$ cat src/design/ddr_power_defs.vh
`ifndef DDR_POWER_DEFS_VH
`define DDR_POWER_DEFS_VH
// Command codes {cs_n, ras_n, cas_n, we_n}
`define CMD_MODE_LOAD     4'h0
`define CMD_REFRESH       4'h1
`define CMD_PRECHARGE     4'h2
`define CMD_ACTIVATE      4'h3
`define CMD_WRITE         4'h4
`define CMD_READ          4'h5
`define CMD_NO_OPERATION  4'h7
// Field positions
`define AUTO_PRECHARGE_BIT 10
`define COLUMN_MSB         9
// Bank and width figures
`define NUM_BANKS          8
`define BANK_BITS          3
`define ROW_BITS           15
`define BYTE_LANES         2
// Burst length in clocks (four beats on two edges)
`define BURST_CLOCKS       4'h2
// Read exit delay after self-refresh, in clocks
`define SELF_REFRESH_EXIT_READ_DELAY 8'hC8
// Minimum hold of the clock-enable level, in edges
`define CLOCK_ENABLE_MIN_HOLD 2'h3
// Largest additive latency
`define MAX_ADDITIVE_LATENCY 3'h6
// Reset values
`define RESET_MODE_VALUE 15'h0000
`endif

$ cat src/design/ddr_power_state.v
// What this block does
// - Clock-enable sampled each rising edge; transitions other than self-refresh exit use previous and current samples.
// - Enable fall with deselect or no-operation enters active or precharge power-down.
// - Refresh with enable falling from all idle enters self-refresh; held while low.
// - No refresh in power-down; controller limits its duration.
// - No termination in self-refresh; termination never alters power states.
// - Write byte stored only when its mask is low.
// - Chip select high ignores commands; operations in progress continue.
// - Chip select low with strobes and write enable high is a no-operation.
// - Mode load picks register by bank address, stores address value.
// - Activate opens row until precharge; precharge before another row.
// - Read starts at column on low ten address bits; bit 10 selects auto-precharge.
// - Read auto-precharge closes row after burst; otherwise (writes included) row stays open.
// - Reads and writes registered internally after the additive latency.
// - Commands decoded from chip select, strobes and enable at the rising edge.
// - Self-refresh exit accepted without relying on clocks during self-refresh.
`timescale 1ns/1ps
`default_nettype none
`include "ddr_power_defs.vh"
module ddr_power_state
(
  input  wire        clock_i,
  input  wire        rst_n_i,
  input  wire        clock_en_i,
  input  wire        mem_clock_enable_i,
  input  wire        chip_select_n_i,
  input  wire        row_strobe_n_i,
  input  wire        column_strobe_n_i,
  input  wire        write_enable_n_i,
  input  wire [2:0]  bank_addr_i,
  input  wire [14:0] addr_i,
  input  wire        termination_control_i,
  input  wire [1:0]  write_byte_mask_i,
  input  wire        write_data_valid_i,
  input  wire [15:0] write_data_i,
  output reg  [2:0]  power_state_o,
  output reg  [7:0]  bank_open_o,
  output reg  [14:0] mode_reg_0_o,
  output reg  [14:0] mode_reg_1_o,
  output reg  [14:0] mode_reg_2_o,
  output reg  [14:0] mode_reg_3_o,
  output reg         read_start_o,
  output reg  [2:0]  read_bank_o,
  output reg  [9:0]  read_column_o,
  output reg         write_start_o,
  output reg  [15:0] stored_data_o,
  output reg         termination_active_o,
  output reg         read_allowed_o
);
  localparam ST_ACTIVE       = 3'b001;
  localparam ST_POWER_DOWN   = 3'b010;
  localparam ST_SELF_REFRESH = 3'b100;

  // Pin synchronisers; the first stage is read only by the second
  reg [1:0] cke_sync;
  reg [1:0] cs_sync;
  reg [1:0] ras_sync;
  reg [1:0] cas_sync;
  reg [1:0] we_sync;
  reg [1:0] odt_sync;
  reg [2:0]  ba_meta;
  reg [2:0]  ba_sync;
  reg [14:0] addr_meta;
  reg [14:0] addr_sync;
  reg [1:0]  mask_meta;
  reg [1:0]  mask_sync;
  reg [15:0] data_meta;
  reg [15:0] data_sync;
  reg [1:0]  dvalid_sync;

  reg        cke_prev;
  reg [2:0]  state;
  reg [2:0]  next_state;
  reg [7:0]  burst_left;
  reg [7:0]  exit_count;
  reg [3:0]  busy_count;
  reg        auto_pre_pending;
  reg [2:0]  auto_pre_bank;

  wire cke_now = cke_sync[1];
  wire [3:0] cmd = {cs_sync[1], ras_sync[1], cas_sync[1], we_sync[1]};
  // Deselect or no-operation leaves work in progress alone
  wire idle_cmd = cs_sync[1] | (cmd == `CMD_NO_OPERATION);
  wire run_cmd  = cke_prev & cke_now & !cs_sync[1] & (state == ST_ACTIVE);
  wire all_idle = (bank_open_o == 8'h00);
  wire [2:0] additive_latency = (mode_reg_1_o[5:3] > `MAX_ADDITIVE_LATENCY) ?
                                `MAX_ADDITIVE_LATENCY : mode_reg_1_o[5:3];
  wire is_read  = run_cmd & (cmd == `CMD_READ);
  wire is_write = run_cmd & (cmd == `CMD_WRITE);
  wire        late_valid;
  wire [14:0] late_payload;
  wire        late_read = late_valid & late_payload[14];

  always @(posedge clock_i)
  begin
    if (!rst_n_i)
    begin
      cke_sync    <= 2'h0;
      cs_sync     <= 2'h3;
      ras_sync    <= 2'h3;
      cas_sync    <= 2'h3;
      we_sync     <= 2'h3;
      odt_sync    <= 2'h0;
      ba_meta     <= 3'h0;
      ba_sync     <= 3'h0;
      addr_meta   <= 15'h0000;
      addr_sync   <= 15'h0000;
      mask_meta   <= 2'h3;
      mask_sync   <= 2'h3;
      data_meta   <= 16'h0000;
      data_sync   <= 16'h0000;
      dvalid_sync <= 2'h0;
    end
    else if (clock_en_i)
    begin
      cke_sync    <= {cke_sync[0], mem_clock_enable_i};
      cs_sync     <= {cs_sync[0], chip_select_n_i};
      ras_sync    <= {ras_sync[0], row_strobe_n_i};
      cas_sync    <= {cas_sync[0], column_strobe_n_i};
      we_sync     <= {we_sync[0], write_enable_n_i};
      odt_sync    <= {odt_sync[0], termination_control_i};
      ba_meta     <= bank_addr_i;
      ba_sync     <= ba_meta;
      addr_meta   <= addr_i;
      addr_sync   <= addr_meta;
      mask_meta   <= write_byte_mask_i;
      mask_sync   <= mask_meta;
      data_meta   <= write_data_i;
      data_sync   <= data_meta;
      dvalid_sync <= {dvalid_sync[0], write_data_valid_i};
    end
  end

  // Power state from the pair of enable samples (self-refresh exit uses only the current one); termination is not consulted
  always @*
  begin
    next_state = state;
    case (state)
      ST_ACTIVE:
        if (cke_prev && !cke_now)
        begin
          if (cmd == `CMD_REFRESH && all_idle && busy_count == 4'h0)
            next_state = ST_SELF_REFRESH;
          else if (idle_cmd)
            next_state = ST_POWER_DOWN;
        end
      ST_POWER_DOWN:
        if (!cke_prev && cke_now && idle_cmd)
          next_state = ST_ACTIVE;
      ST_SELF_REFRESH:
        // Exit needs only the enable level, not clock activity inside self-refresh
        if (cke_now)
          next_state = ST_ACTIVE;
      default:
        next_state = ST_ACTIVE;
    endcase
  end

  always @(posedge clock_i)
  begin
    if (!rst_n_i)
    begin
      cke_prev         <= 1'b0;
      state            <= ST_ACTIVE;
      power_state_o    <= ST_ACTIVE;
      bank_open_o      <= 8'h00;
      mode_reg_0_o     <= `RESET_MODE_VALUE;
      mode_reg_1_o     <= `RESET_MODE_VALUE;
      mode_reg_2_o     <= `RESET_MODE_VALUE;
      mode_reg_3_o     <= `RESET_MODE_VALUE;
      read_start_o     <= 1'b0;
      read_bank_o      <= 3'h0;
      read_column_o    <= 10'h000;
      write_start_o    <= 1'b0;
      stored_data_o    <= 16'h0000;
      termination_active_o <= 1'b0;
      read_allowed_o   <= 1'b1;
      burst_left       <= 8'h00;
      exit_count       <= 8'h00;
      busy_count       <= 4'h0;
      auto_pre_pending <= 1'b0;
      auto_pre_bank    <= 3'h0;
    end
    else if (clock_en_i)
    begin
      cke_prev      <= cke_now;
      state         <= next_state;
      power_state_o <= next_state;
      read_start_o  <= late_read;
      write_start_o <= late_valid & !late_payload[14];
      termination_active_o <= odt_sync[1] & (next_state != ST_SELF_REFRESH);
      if (busy_count != 4'h0)
        busy_count <= busy_count - 4'h1;
      // Read exit delay counted from self-refresh exit
      if (state == ST_SELF_REFRESH && next_state == ST_ACTIVE)
      begin
        exit_count     <= `SELF_REFRESH_EXIT_READ_DELAY;
        read_allowed_o <= 1'b0;
      end
      else if (exit_count != 8'h00)
      begin
        exit_count     <= exit_count - 8'h01;
        read_allowed_o <= (exit_count == 8'h01);
      end
      if (run_cmd)
      begin
        case (cmd)
          `CMD_MODE_LOAD:
          begin
            busy_count <= `BURST_CLOCKS;
            case (ba_sync[1:0])
              2'h0: mode_reg_0_o <= addr_sync;
              2'h1: mode_reg_1_o <= addr_sync;
              2'h2: mode_reg_2_o <= addr_sync;
              default: mode_reg_3_o <= addr_sync;
            endcase
          end
          `CMD_ACTIVATE:
            bank_open_o[ba_sync] <= 1'b1;
          `CMD_PRECHARGE:
          begin
            busy_count <= `BURST_CLOCKS;
            if (addr_sync[`AUTO_PRECHARGE_BIT])
              bank_open_o <= 8'h00;
            else
              bank_open_o[ba_sync] <= 1'b0;
          end
          // No-operation must not stall the busy countdown
          default:
            busy_count <= (busy_count != 4'h0) ? busy_count - 4'h1 : 4'h0;
        endcase
      end
      if (is_read | is_write)
        busy_count <= `BURST_CLOCKS + {1'b0, additive_latency};
      // Internal read registration after the additive latency
      if (late_read)
      begin
        read_bank_o   <= late_payload[13:11];
        read_column_o <= late_payload[9:0];
        burst_left    <= {4'h0, `BURST_CLOCKS};
        auto_pre_pending <= late_payload[`AUTO_PRECHARGE_BIT];
        auto_pre_bank <= late_payload[13:11];
      end
      else if (burst_left != 8'h00)
      begin
        burst_left <= burst_left - 8'h01;
        // Row closes only once the burst has drained
        if (burst_left == 8'h01 && auto_pre_pending)
        begin
          bank_open_o[auto_pre_bank] <= 1'b0;
          auto_pre_pending <= 1'b0;
        end
      end
      // Masked bytes keep their previous value
      if (dvalid_sync[1])
      begin
        if (!mask_sync[0])
          stored_data_o[7:0] <= data_sync[7:0];
        if (!mask_sync[1])
          stored_data_o[15:8] <= data_sync[15:8];
      end
    end
  end

  ddr_latency_pipe u_latency
  (
    .clock_i            (clock_i),
    .rst_n_i            (rst_n_i),
    .clock_en_i         (clock_en_i),
    .additive_latency_i (additive_latency),
    .valid_i            (is_read | is_write),
    .payload_i          ({is_read, ba_sync, addr_sync[10:0]}),
    .valid_o            (late_valid),
    .payload_o          (late_payload)
  );
endmodule // ddr_power_state
`default_nettype wire

$ cat src/design/ddr_latency_pipe.v
`timescale 1ns/1ps
`default_nettype none
module ddr_latency_pipe
(
  input  wire        clock_i,
  input  wire        rst_n_i,
  input  wire        clock_en_i,
  input  wire [2:0]  additive_latency_i,
  input  wire        valid_i,
  input  wire [14:0] payload_i,
  output reg         valid_o,
  output reg  [14:0] payload_o
);
  reg [5:0]  stage_valid;
  reg [14:0] stage_data [0:5];
  integer k;

  always @(posedge clock_i)
  begin
    if (!rst_n_i)
    begin
      stage_valid <= 6'h00;
      for (k = 0; k < 6; k = k + 1)
        stage_data[k] <= 15'h0000;
    end
    else if (clock_en_i)
    begin
      stage_valid <= {stage_valid[4:0], valid_i};
      stage_data[0] <= payload_i;
      for (k = 1; k < 6; k = k + 1)
        stage_data[k] <= stage_data[k-1];
    end
  end

  // Zero latency passes straight through
  always @*
  begin
    if (additive_latency_i == 3'h0)
    begin
      valid_o   = valid_i;
      payload_o = payload_i;
    end
    else
    begin
      valid_o   = stage_valid[additive_latency_i - 3'h1];
      payload_o = stage_data[additive_latency_i - 3'h1];
    end
  end
endmodule // ddr_latency_pipe
`default_nettype wire

$ cat config.mk
export PLATFORM = sky130hd
export DESIGN_NAME = ddr_power_state
export DESIGN_NICKNAME = d
export VERILOG_FILES = /design/src/design/ddr_power_state.v /design/src/design/ddr_latency_pipe.v
export VERILOG_INCLUDE_DIRS = /design/src /design/src/design
export SDC_FILE = /design/constraint.sdc
export NUM_CORES = 1
export LEC_CHECK = 0
export BUFFER_PORTS_ARGS = -buffer_cell sky130_fd_sc_hd__buf_2
export CAP_MARGIN = 15
export CORE_MARGIN = 2
export CORE_UTILIZATION = 40
export CTS_CLUSTER_SIZE = 20
export DETAILED_ROUTE_END_ITERATION = 10
export MAX_ROUTING_LAYER = met4
export PLACE_DENSITY = 0.69
export SLEW_MARGIN = 5
export SYNTH_ARGS = -nofsm -noshare
export SYNTH_HDL_FRONTEND = slang
export SYNTH_SLANG_ARGS = --single-unit
$ cat constraint.sdc
create_clock -name clock_i -period 3.93 [get_ports clock_i]
set_clock_uncertainty 0.15 [all_clocks]
set_input_delay 0.5895 -clock clock_i [delete_from_list [all_inputs] [get_ports clock_i]]
set_output_delay 0.5895 -clock clock_i [all_outputs]
set_load 0.01 [all_outputs]
# == Yosys cells after proc, flatten, opt, wreduce, memory -nomap -nowiden ==
# Memories as Yosys holds them, arrays and structs flattened.
# Index checks and enable logic that the tools add are counted.
# word_totals
ff_bits,218
mem_bits_rw,90
out_inout_bits,104
elab_cells,169
mem_count,1
# classes
addsub,5
magnitude_cmp,6
eq_ne,15
mux,47
bitwise,24
n_reduce_logical,36
# memory_table
name,words,width,rd,rd_clocked_by_memory_dff,write_ports,line,source
u_latency.stage_data,6,15,6,0,6,ddr_latency_pipe.v:15,reg [14:0] stage_data [0:5];
# ops
cell,n
15-bit two-way mux,7
8-bit two-way mux,11
3-bit two-way mux,6
8-bit bitwise AND,2
"8-bit by 1-bit == test with 1-bit output, second input constant",2
4-bit two-way mux,4
8-bit NOT,2
8-bit one-hot mux with 2 select lines,1
4-bit AND reduction,4
8-bit nonzero test,2
"8-bit by 1-bit subtractor with 8-bit output, second input constant",2
1-bit two-way mux,13
"4-bit by 3-bit == test with 1-bit output, second input constant",3
"3-bit by 4-bit < comparator with 1-bit output, second input constant",3
1-bit logical AND,9
3-bit one-hot mux with 3 select lines,1
3-bit AND reduction,3
1-bit bitwise AND,8
"4-bit by 2-bit == test with 1-bit output, second input constant",2
4-bit zero test,2
8-bit zero test,1
1-bit OR,8
8-bit OR,1
4-bit one-hot mux with 2 select lines,1
23 further kinds,35

# == Logic depth before layout (Yosys ltp) ==
# Gate-level depths: netlist of run 1.
# logic_depth
ltp_word,15
depth_mapped,10

# == Modules after synthesis ==
# From an unflattened synthesis of run 1, not the netlist that was laid out.
# hier_totals
hier_cells,1297
area_unflattened_um2,13095.1
# modules_own_cells
module,n_inst,cells_per_inst,area_each_um2,seq_area_each_um2
ddr_power_state,1,940,8536.9,4244.1
ddr_latency_pipe,1,357,4558.1,2822.7

# == Worst setup path before layout of run 1 ==
# No wires, ideal clock.
# synth_timing
kind,input to register
start,input clock_en_i
end,register bank_open_o[0]
setup_ns,0.122
arrival_time_ns,3.248
required_time_ns,3.658
slack_ns,0.411
stages,5
path_cell_list,clkbuf_1 nor2_2 inv_1 and3_1 nor3_2
# synth_lines
item,line,source
start: declaration,ddr_power_state.v:24,"input wire clock_en_i,"
end signal: assignment,ddr_power_state.v:166,bank_open_o <= 8'h00;
end signal: indexed assignment,ddr_power_state.v:219,bank_open_o[ba_sync] <= 1'b1;
end signal: assignment,ddr_power_state.v:224,bank_open_o <= 8'h00;
end: declaration,ddr_power_state.v:37,"output reg [7:0] bank_open_o,"

# == Worst setup path after layout of run 1 ==
# layout_timing
start,register mode_reg_1_o[5]
end,register read_column_o[8]
# layout_between
elab_chain_cells,8
elab_cells_between_ends,11
cone_classes,1 x add/sub; 1 x order compare; 5 x mux; 1 x bitwise; 2 x reduce/logical; 1 x memory
# layout_lines
item,line,source
start: declaration,ddr_power_state.v:39,"output reg [14:0] mode_reg_1_o,"
start signal: assignment,ddr_power_state.v:168,mode_reg_1_o <= `RESET_MODE_VALUE;
start signal: assignment,ddr_power_state.v:213,2'h1: mode_reg_1_o <= addr_sync;
3-bit greater-than comparator (no source line),-,
3-bit two-way mux (*),ddr_power_state.v:86,wire [2:0] additive_latency = (mode_reg_1_o[5:3] > `MAX_ADDITIVE_LATENCY) ?
3-bit by 1-bit subtractor with 3-bit output,"ddr_latency_pipe.v:45, ddr_latency_pipe.v:46",
1-bit binary-select mux with 3-bit select,ddr_latency_pipe.v:45,valid_o = stage_valid[additive_latency_i - 3'h1];
1-bit two-way mux (not written as such),ddr_latency_pipe.v:45,
1-bit two-way mux,ddr_latency_pipe.v:38,if (additive_latency_i == 3'h0)
1-bit bitwise AND,ddr_power_state.v:92,wire late_read = late_valid & late_payload[14];
2-bit AND reduction (no source line),-,
end signal: assignment,ddr_power_state.v:239,read_column_o <= late_payload[9:0];
end: declaration,ddr_power_state.v:44,"output reg [9:0] read_column_o,"
# Mark *: on every way between the ends. The rest lies on a longest branch, timed or not. The select of a mux whose other input is x is not followed.
# A chain may end at the register's enable or synchronous reset.

==> flow_metrics.tcl, run 1 <==
set metrics [dict create \
    row_count 66 \
    cts_root_buf "sky130_fd_sc_hd__clkbuf_16" \
    clkLatencyLatePin_ns 0.53 \
    dpl_cell_area_um2 14300 \
    synth_top_area_frac 0.329 \
    hold-worst-slack_ns 0.125 \
    critical_path_arrival_ns 3.21 \
    die_w_um 186 \
    layout_min_cycle_time_ns 2.98 \
    share_of_the_synthesized_area_in_compound_gates_ao_oa_aoi_oai 0.116 \
    regToRegStartpoint "mode_reg_1_o[5]" \
    worst_reg2reg_path_depth 10 \
    synth_top_cells_by_area "sky130_fd_sc_hd__dfxtp_1, sky130_fd_sc_hd__edfxtp_1, sky130_fd_sc_hd__mux2i_1" \
    finalCritPeriodShare 0.757 \
    post-dp-hpwl_um 21600 \
    num_io_pins 150 \
    postCtsHoldBufs 0 \
    sum_of_negative_setup_slack_ns 0 \
    timing.final.setup_violations 0 \
    fp.dieH_um 186 \
    power.density_nw_per_um2 488 \
    mappedNetlistArea_um2 13300 \
    timing.critical_path.required_ns 4.16 \
    power.leakage_uw 0.00680 \
    grt_pass1_vias 9660 \
    syn_to_final_growth_pct 16.7 \
    via_count 10200 \
    cp_common_cell "sky130_fd_sc_hd__buf_4" \
    max-vdd-ir-drop_mv 0.282 \
    multiInputGateArea_um2 5700 \
    worstPathCellList "ha_1, or2_1, buf_4, a2111oi_4, o221ai_2, nand3_2, a211oi_4, buf_4, mux2i_1, nor2_1" \
    gpl.final_weighted_congestion 0.839 \
    achievable-frequency_mhz 336 \
    die_footprint_um2 34700 \
    holdPathEnd "ras_sync[0]" \
    synth_top_family_by_area "simple AND/OR/NAND/NOR gates" \
    worst-slew-pin-transition_ns 1.03 \
    critPathLaunchType "flop" \
    drc 0 \
    post-cts-setup-buffer-count 0 \
    tritoncts "done" \
    vias_per_std_cell 5.31 \
    crit_type "flop to flop" \
    cts-htree-levels 2 \
    final_layout_size_suffix_gt1_frac 0.168 \
    route.final.wire_length_um 33300 \
    yosys.cell_count.top_type "sky130_fd_sc_hd__dfxtp_1" \
    maxSlewHeadroom 0.310 \
    layout.area.seq_um2 7070 \
    pre_cts_slack_ns 0.988 \
    cts.path.max_buffers 3 \
    detailedRoute.firstPassIterationCount 5 \
    synth-xor-area-share 0.00659 \
    holdPathStages 3 \
    ys_warn_count 0 \
    timing.hold.worst.start "row_strobe_n_i" \
    status "complete, no violations" \
    cts-buffers-inserted 35 \
    final_max_slew_viol_count 0 \
    post-synth-top-area-cell "sky130_fd_sc_hd__dfxtp_1" \
    synthesis.nets 1411 \
    ys_seq_elements 308 \
    worstHoldPathType "input port to flop" \
    synth-async-reset-ratio 0 \
    port-buffer-count 149 \
    final-hold-violation-count 0 \
    synthCells 1358 \
    dominantRegCellSynth "sky130_fd_sc_hd__dfxtp_1" \
    final_area_um2 15500 \
    worst-path-max-fanout 26 \
    global_route.usage.total 0.196 \
    nNetsFinal 1514 \
    setup.reg_to_reg.worst_slack_ns 0.95 \
    core_region_area_um2 32600 \
    critical_path.reg2reg.endpoint "read_column_o[8]" \
    synth_edf_count 90 \
    cpPeakStageDelay_ns 0.61 \
    synth.top_cells.by_count "sky130_fd_sc_hd__dfxtp_1, sky130_fd_sc_hd__nand2_1, sky130_fd_sc_hd__nor2_1" \
    nFillCells 3036 \
    synthSimpleGateAreaFrac 0.191 \
    number_of_antenna_violations_at_the_first_check_in_global_routing 3 \
    numClockSinks 308 \
    maxCapViolCount 0 \
    grt_first_pass_wirelength_um 52700 \
    wl_per_cell_um 17.3 \
    initialDrtViolationCount 812 \
    worstSetupEndpointType "flop" \
    maximum_number_of_pins_on_one_net_before_global_route_repair 170 \
    synth-seq-area-share 0.532 \
    worst_setup_hold_path_clk_slew_ns 0.06 \
    ctsResizeCount 0 \
    timing.critical_path.slowest_stage_cell "sky130_fd_sc_hd__ha_1" \
    setup_ws_ns 0.953 \
    syn_area_per_cell_um2 9.78 \
    floorplan.initialDensity 0.407 \
    drt.antenna.violating_nets 0 \
    grt_setup_unrepaired "no" \
    grt_overflow_total 0 \
    share_of_synthesized_cell_area_in_full_adder_half_adder_and_majority_cells 0.00659 \
    yosys-mux-area-fraction 0.109 \
    synthDistinctLibCells 82 \
]
[per-layer routing]
metal  routed length (µm)  GRT usage  up-vias
li1                     -          -     5015
met1                15200      0.263     4893
met2                15300      0.299      286
met3                 2200     0.0434       50
met4                  652     0.0539        0
met5                    0          -        -
[sequential cells by signal, indices dropped and copies added, names as in the netlist, 10 cells and up]
register,count
data_meta,16
data_sync,16
read_column_o,10
addr_meta,15
mode_reg_1_o,15
mode_reg_2_o,15
stored_data_o,16
mode_reg_0_o,15
mode_reg_3_o,15
addr_sync,15
u_latency.stage_data,90
[metrics by stage]
step	util	power [µW]	cells
finish	0.475	7560	1931
global route	0.475	7870	1931
CTS	0.475	7620	1928
detailed placement	0.439	4380	1866
global placement	0.439	4350	1866
floorplan	-	4190	1358
[cell type report]
| cell class | instances | area share |
|---|---|---|
| Sequential cell | 308 | 0.456 |
| Multi-Input combinational cell | 928 | 0.368 |
| Clock buffer | 53 | 0.0661 |
| Timing Repair Buffer | 166 | 0.0592 |
| Tap cell | 442 | 0.0357 |
| Clock inverter | 9 | 0.00872 |
| Inverter | 22 | 0.00557 |
| Antenna cell | 3 | 0.000484 |
[placed cells by master (no fill, tap or decap), drive strengths merged, types with 12 or more instances in the layout]
master / Yosys / layout
dfxtp: 218 / 218
nand2: 180 / 180
buf: 34 / 166
nor2: 151 / 151
mux2i: 141 / 141
a21oi: 112 / 112
and3: 92 / 92
edfxtp: 90 / 90
clkbuf: 66 / 53
o21ai: 35 / 35
nor3: 26 / 26
inv: 22 / 22
o211ai: 16 / 16
a211oi: 12 / 12
[worst max-delay path: cells and delay by family, from the launching register on]
family          cells  cell delay [ns]
fa+ha+maj           1             0.61
mux                 1             0.22
flops               1             0.34
buf+inv             2             0.56
simple gates        3             0.38
compound gates      3             0.54
[power by group]
| group | internal, µW | total [µW] | switching, µW |
|---|---|---|---|
| combinational | 327 | 750 | 424 |
| clock | 1950 | 3240 | 1300 |
| sequential | 3440 | 3570 | 132 |
| total | 5710 | 7560 | 1850 |
[cell families (layout without fill, tap and decap cells)]
family,count (synthesis),after routing
buf+inv,122,250
other cells,0,3
compound gates,241,241
xor+xnor,10,10
flops,308,308
mux,144,144
fa+ha+maj,7,7
simple gates,526,526
[worst max path at each step]
stage	startpoint	to	slack, ns	cells after the start
final	mode_reg_1_o[5]	read_column_o[8]	0.95	10
after global routing	mode_reg_1_o[5]	burst_left[2]	0.72	10
after CTS	mode_reg_1_o[5]	burst_left[2]	0.97	10
after detailed placement	mode_reg_1_o[5]	burst_left[2]	0.99	10
after global placement	mode_reg_1_o[5]	read_column_o[8]	1.06	9
after floorplan	clock_en_i	bank_open_o[0]	0.41	5
Power figures use the tool's default switching activity.
==> inputs of run 2 (changes only) <==
--- a/config.mk
+++ b/config.mk
@@ -13,7 +13,7 @@
 export CTS_CLUSTER_SIZE = 20
 export DETAILED_ROUTE_END_ITERATION = 10
 export MAX_ROUTING_LAYER = met4
-export PLACE_DENSITY = 0.69
+export PLACE_DENSITY = 0.71
 export SLEW_MARGIN = 5
 export SYNTH_ARGS = -nofsm -noshare
 export SYNTH_HDL_FRONTEND = slang
==> constraint.sdc (replaced) <==
create_clock -name clock_i -period 2.6 [get_ports clock_i]
set_clock_uncertainty 0.15 [all_clocks]
set_input_delay 0.39 -clock clock_i [delete_from_list [all_inputs] [get_ports clock_i]]
set_output_delay 0.39 -clock clock_i [all_outputs]
set_load 0.01 [all_outputs]
==> run 2 against run 1 <==
Effect of this change: sequential share of layout area is 1.8 points lower; global-route usage increased by 0.81 points; combinational power grew 65%; wire length is 5.6% higher; critical path depth fell by 2; critical endpoint is now read_column_o[3]; highest routed layer unchanged.
==> flow_metrics.tcl, run 2 (synthesized netlist as in run 1, its figures left out) <==
set metrics [dict create \
    status "complete, no violations" \
    port-buffer-count 149 \
    numClockSinks 308 \
    wl_per_cell_um 17.6 \
    largest_register_ff_count 90 \
    power.leakage_uw 0.00712 \
    power.density_nw_per_um2 698 \
    worstHoldPathType "input port to flop" \
    dp.cells 1898 \
    grt_first_pass_wirelength_um 54600 \
    die_footprint_um2 34700 \
    layout.cells.non_filler 2003 \
    syn_to_final_growth_pct 21.6 \
    initialDrtViolationCount 851 \
    final-hold-violation-count 0 \
    critPathLaunchType "flop" \
    timing.hold.worst.start "clock_en_i" \
    regToRegStartpoint "mode_reg_1_o[4]" \
    final_layout_size_suffix_gt1_frac 0.182 \
    holdPathEnd "burst_left[2]" \
    maxSlewHeadroom 0.321 \
    num_io_pins 150 \
    worst-path-max-fanout 26 \
    clkLatencyLatePin_ns 0.51 \
    cts_root_buf "sky130_fd_sc_hd__clkbuf_16" \
    maximum_number_of_pins_on_one_net_before_global_route_repair 170 \
    layout_min_cycle_time_ns 2.45 \
    holdPathStages 2 \
    timing.critical_path.slowest_stage_cell "sky130_fd_sc_hd__nor4_1" \
    layout.cells.most_common_list "sky130_fd_sc_hd__dfxtp_1, sky130_fd_sc_hd__nand2_1, sky130_fd_sc_hd__nor2_1" \
    via_count 10700 \
    cts-htree-levels 2 \
    drt.antenna.violating_nets 0 \
    worstPathCellList "ha_1, buf_4, nor4_1, nand4_1, a211oi_4, buf_12, mux2i_1, nor2_1" \
    post-dp-hpwl_um 22900 \
    grt_overflow_total 0 \
    worst_setup_hold_path_clk_slew_ns 0.06 \
    worst-slew-pin-transition_ns 1.02 \
    maxCapViolCount 0 \
    crit_type "flop to flop" \
    cts-buffers-inserted 34 \
    hold-worst-slack_ns 0.0277 \
    critical_path.reg2reg.endpoint "read_column_o[3]" \
    max-vdd-ir-drop_mv 0.442 \
    core_region_area_um2 32600 \
    final_max_slew_viol_count 0 \
    tritoncts "done" \
    setup.reg_to_reg.worst_slack_ns 0.15 \
    cts.path.max_buffers 3 \
    finalCritPeriodShare 0.944 \
    detailedRoute.firstPassIterationCount 6 \
    global_route.usage.total 0.204 \
    grt_setup_unrepaired "yes" \
    route.final.wire_length_um 35200 \
    number_of_antenna_violations_at_the_first_check_in_global_routing 1 \
    die_w_um 186 \
    achievable-frequency_mhz 407 \
    vias_per_std_cell 5.33 \
    timing.final.setup_violations 0 \
    nNetsFinal 1588 \
    timing.critical_path.required_ns 2.81 \
    row_count 66 \
    critical_path_arrival_ns 2.66 \
    worstSetupEndpointType "flop" \
    worst_reg2reg_path_depth 8 \
    gpl.final_weighted_congestion 0.859 \
    largest-register "u_latency.stage_data" \
    cpPeakStageDelay_ns 0.35 \
    floorplan.initialDensity 0.407 \
    grt_pass1_vias 10200 \
    post-cts-setup-buffer-count 0 \
    setup_ws_ns 0.145 \
    commonest_non_fill_non_tap_cell_in_the_layout "sky130_fd_sc_hd__dfxtp_1" \
    fp.dieH_um 186 \
    pre_cts_slack_ns 0.154 \
    drc 0 \
]
## run 2: cell types whose count changed in the layout (fill, tap and decap cells not counted), moves of 2 or more
cell,previous run,this run
sky130_fd_sc_hd__bufinv_16,2,0
sky130_fd_sc_hd__diode_2,3,1
sky130_fd_sc_hd__inv_6,0,2
sky130_fd_sc_hd__buf_4,14,43
sky130_fd_sc_hd__buf_12,3,6
sky130_fd_sc_hd__dlygate4sd3_1,0,43
## run 2: how the worst max path moves through the flow
stage,from,end,slack (ns),cells after the start
finish,mode_reg_1_o[4],read_column_o[3],0.15,8
global route,mode_reg_1_o[5],bank_open_o[7],-0.009,9
CTS,mode_reg_1_o[4],read_column_o[8],0.13,8
detailed placement,mode_reg_1_o[4],bank_open_o[1],0.15,8
global placement,mode_reg_1_o[4],bank_open_o[7],0.24,9
floorplan,clock_en_i,bank_open_o[0],-0.17,5
## run 2: final cells by class
class / count / area [µm²]
multi-input combinational: 928 / 5720
clock buffer: 52 / 1020
fill: 2924 / 16500
timing repair buffer: 241 / 1630
clock inverter: 9 / 66.3
sequential: 308 / 7070
antenna: 1 / 2.50
inverter: 22 / 88.8
tap: 442 / 553
## run 2: through the flow
step	instance area (µm²)	utilization	setup TNS (ns)	power, µW
final	16100	0.495	0	11300
after global routing	16100	0.495	-0.0123	11700
after CTS	16100	0.495	0	11400
after detailed placement	14600	0.448	0	6670
after global placement	14600	0.448	0	6610
after floorplan	13300	-	-3.14	6340
## run 2: per-layer routing
metal | vias to the layer above | global-route usage | wire length (µm)
met4 | 0 | 0.0561 | 703
met5 | - | - | 0
met1 | 5143 | 0.265 | 15300
met2 | 320 | 0.325 | 16700
met3 | 50 | 0.0411 | 2410
li1 | 5164 | - | -
## run 2: worst max-delay path, delay by kind of cell (launching register included)
kind / cells / cell delay [ns]
flip-flops: 1 / 0.32
multiplexers: 1 / 0.21
buffers and inverters: 2 / 0.40
adder cells (fa/ha/maj): 1 / 0.20
AO/OA/AOI/OAI: 1 / 0.34
AND/OR/NAND/NOR: 3 / 0.67
## run 2: what timing repair did
| item | in CTS | in global routing |
|---|---|---|
| setup endpoints to repair | 0 | 4 |
| hold buffers | 43 | 0 |
| endpoints found under the hold margin | 43 | 0 |
| gates resized for setup | 0 | 3 |
## run 2: where the power goes
part | total, µW | internal [µW] | switching [µW]
logic | 1240 | 560 | 680
registers | 5390 | 5200 | 193
clock network | 4650 | 2720 | 1920
==> inputs of run 3 (changes only) <==
--- a/config.mk
+++ b/config.mk
@@ -14,6 +14,7 @@
 export DETAILED_ROUTE_END_ITERATION = 10
 export MAX_ROUTING_LAYER = met4
 export PLACE_DENSITY = 0.71
+export REMOVE_ABC_BUFFERS = 1
 export SLEW_MARGIN = 5
 export SYNTH_ARGS = -nofsm -noshare
 export SYNTH_HDL_FRONTEND = slang
==> run 3 against run 2 <==
Effect of this change: critical path depth up 2; final area decreased by 0.33%; clock-buffer cell count stayed put; combinational power hardly changed; register-to-register slack gained 0.03 ns; sequential share of layout area is 0.14 points higher; clock power barely moved; die area unchanged; core utilization decreased by 0.16 points; via count fell by 0.90%.
==> flow_metrics.tcl, run 3 (synthesized netlist as in run 1, its figures left out) <==
set metrics [dict create \
    wl_per_cell_um 17.4 \
    nFillCells 2931 \
    cts_root_buf "sky130_fd_sc_hd__clkbuf_16" \
    power_report.internal_total_uw 8430 \
    worstPathCellList "buf_4, buf_4, o21bai_1, a21oi_1, o221ai_2, nand3_2, a211oi_4, buf_12, mux2i_1, nor2_1" \
    maxSlewHeadroom 0.548 \
    syn_to_final_growth_pct 21.2 \
    layout_min_cycle_time_ns 2.42 \
    dpl_cell_area_um2 14600 \
    final_max_slew_viol_count 0 \
    finalCritPeriodShare 0.932 \
    use_met2 0.309 \
    layout.cells.most_common_list "sky130_fd_sc_hd__dfxtp_1, sky130_fd_sc_hd__nand2_1, sky130_fd_sc_hd__nor2_1" \
    use_met3 0.0469 \
    number_of_antenna_violations_at_the_first_check_in_global_routing 0 \
    regToRegStartpoint "mode_reg_1_o[4]" \
    global_route.usage.total 0.206 \
    timing.critical_path.required_ns 2.82 \
    crit_type "flop to flop" \
    multiInputGateArea_um2 5720 \
    cts-buffers-inserted 34 \
    die_w_um 186 \
    worst_setup_hold_path_clk_slew_ns 0.06 \
    setup_ws_ns 0.177 \
    grt_pass1_vias 10300 \
    port-buffer-count 149 \
    worst-path-max-fanout 26 \
    tritoncts "done" \
    max-vdd-ir-drop_mv 0.481 \
    worstHoldPathType "input port to flop" \
    fp.dieH_um 186 \
    initialDrtViolationCount 1004 \
    seq_power_share 0.481 \
    die_footprint_um2 34700 \
    net-switching-power_uw 2800 \
    final_layout_size_suffix_gt1_frac 0.178 \
    clkLatencyLatePin_ns 0.51 \
    maxCapViolCount 0 \
    maximum_number_of_pins_on_one_net_before_global_route_repair 111 \
    crit_path_end "read_column_o[3]" \
    top_usage_layer "met2" \
    setup.reg_to_reg.worst_slack_ns 0.18 \
    num_io_pins 150 \
    power.density_nw_per_um2 698 \
    largest-register "u_latency.stage_data" \
    commonest_non_fill_non_tap_cell_in_the_layout "sky130_fd_sc_hd__dfxtp_1" \
    nNetsFinal 1583 \
    vias_per_std_cell 5.30 \
    switching_share 0.249 \
    report.power.total_uw 11200 \
    drc 0 \
    critical_path.startpoint "mode_reg_1_o[4]" \
    part_of_the_power_in_combinational_logic 0.107 \
    floorplan.initialDensity 0.407 \
    timing.final.setup_violations 0 \
    part_of_the_power_in_the_clock_network 0.411 \
    grt_overflow_total 0 \
    achievable-frequency_mhz 413 \
    row_count 66 \
    critical_path_arrival_ns 2.65 \
    critical_path.reg2reg.endpoint "read_column_o[3]" \
    cp_common_cell "sky130_fd_sc_hd__buf_4" \
    route.final.wire_length_um 34700 \
    power.leakage_uw 0.00708 \
    worst_reg2reg_path_depth 10 \
    antenna_cells_inserted 0 \
    pre_cts_slack_ns 0.115 \
    global_route_met1_usage 0.279 \
    cpPeakStageDelay_ns 0.33 \
    critPathLaunchType "flop" \
    final_area_um2 16100 \
    layout.area.seq_um2 7070 \
    gpl.final_weighted_congestion 0.885 \
    numClockSinks 308 \
    grt_setup_unrepaired "yes" \
    cts.path.max_buffers 3 \
    cts-htree-levels 2 \
    final-hold-violation-count 0 \
    core_region_area_um2 32600 \
    detailedRoute.firstPassIterationCount 5 \
    timing.critical_path.slowest_stage_cell "sky130_fd_sc_hd__dfxtp_2" \
    largest_register_ff_count 90 \
    status "complete, no violations" \
    worst-slew-pin-transition_ns 0.679 \
    grt_first_pass_wirelength_um 55200 \
    via_count 10600 \
    drt.antenna.violating_nets 0 \
    post-dp-hpwl_um 22800 \
    worstSetupEndpointType "flop" \
]
-- run 3: cell types whose count changed in the layout (fill, tap and decap cells not counted), sizes merged --
cell      change
clkinv        +1
bufinv        +1
clkinvlp      -1
diode         -1
buf           -5
-- run 3: repair_timing --
item,in CTS,in global routing
resized for setup,0,6
setup endpoints to repair,0,6
setup buffers,0,0
hold buffers,43,0
endpoints found under the hold margin,43,0
-- run 3: power by group through the flow --
stage,clock (µW),combinational [µW],sequential [µW]
6_report,4620,1210,5400
3_5_place_dp,0,1140,5500
2_1_floorplan,0,829,5440
5_1_grt,4880,1360,5430
3_3_place_gp,0,1110,5490
4_1_cts,4700,1210,5400
-- run 3: how the worst min path moves through the flow --
| stage | cells past startpoint | endpoint | from | slack [ns] |
|---|---|---|---|---|
| after detailed placement | 2 | read_start_o | read_start_o | 0.29 |
| after global placement | 2 | mode_reg_0_o[10] | mode_reg_0_o[10] | 0.29 |
| final | 3 | busy_count[0] | clock_en_i | 0.06 |
| after global routing | 3 | busy_count[0] | clock_en_i | 0.09 |
| after CTS | 3 | busy_count[0] | clock_en_i | 0.05 |
| after floorplan | 2 | mask_sync[0] | mask_sync[0] | 0.28 |
-- run 3: final cells by class --
type / instances / area share
Clock buffer: 52 / 0.0603
Multi-Input combinational cell: 928 / 0.356
Clock inverter: 10 / 0.00568
Tap cell: 442 / 0.0344
Sequential cell: 308 / 0.439
Timing Repair Buffer: 236 / 0.0996
Inverter: 22 / 0.00536
-- run 3: per-stage QoR --
stage | TNS (ns) | instances | utilization | hold WS (ns)
6_report | 0 | 1998 | 0.493 | 0.0609
5_1_grt | 0 | 1998 | 0.493 | 0.0928
4_1_cts | 0 | 1998 | 0.493 | 0.0475
3_5_place_dp | 0 | 1893 | 0.447 | 0.289
3_3_place_gp | 0 | 1893 | 0.447 | 0.285
2_1_floorplan | -245.47 | 1258 | - | 0.281
-- run 3: worst max-delay path: cells and delay by family, from the launching register on --
family                 cells  cell delay (ns)
AO/OA/AOI/OAI              4             0.79
buffers and inverters      3             0.62
flip-flops                 1             0.33
AND/OR/NAND/NOR            2             0.20
multiplexers               1             0.19
-- run 3: routing by layer --
layer | share of wire | vias to the layer above
met5 | 0 | -
met4 | 0.026 | 0
met3 | 0.078 | 72
met2 | 0.44 | 363
met1 | 0.46 | 4995
li1 | - | 5151
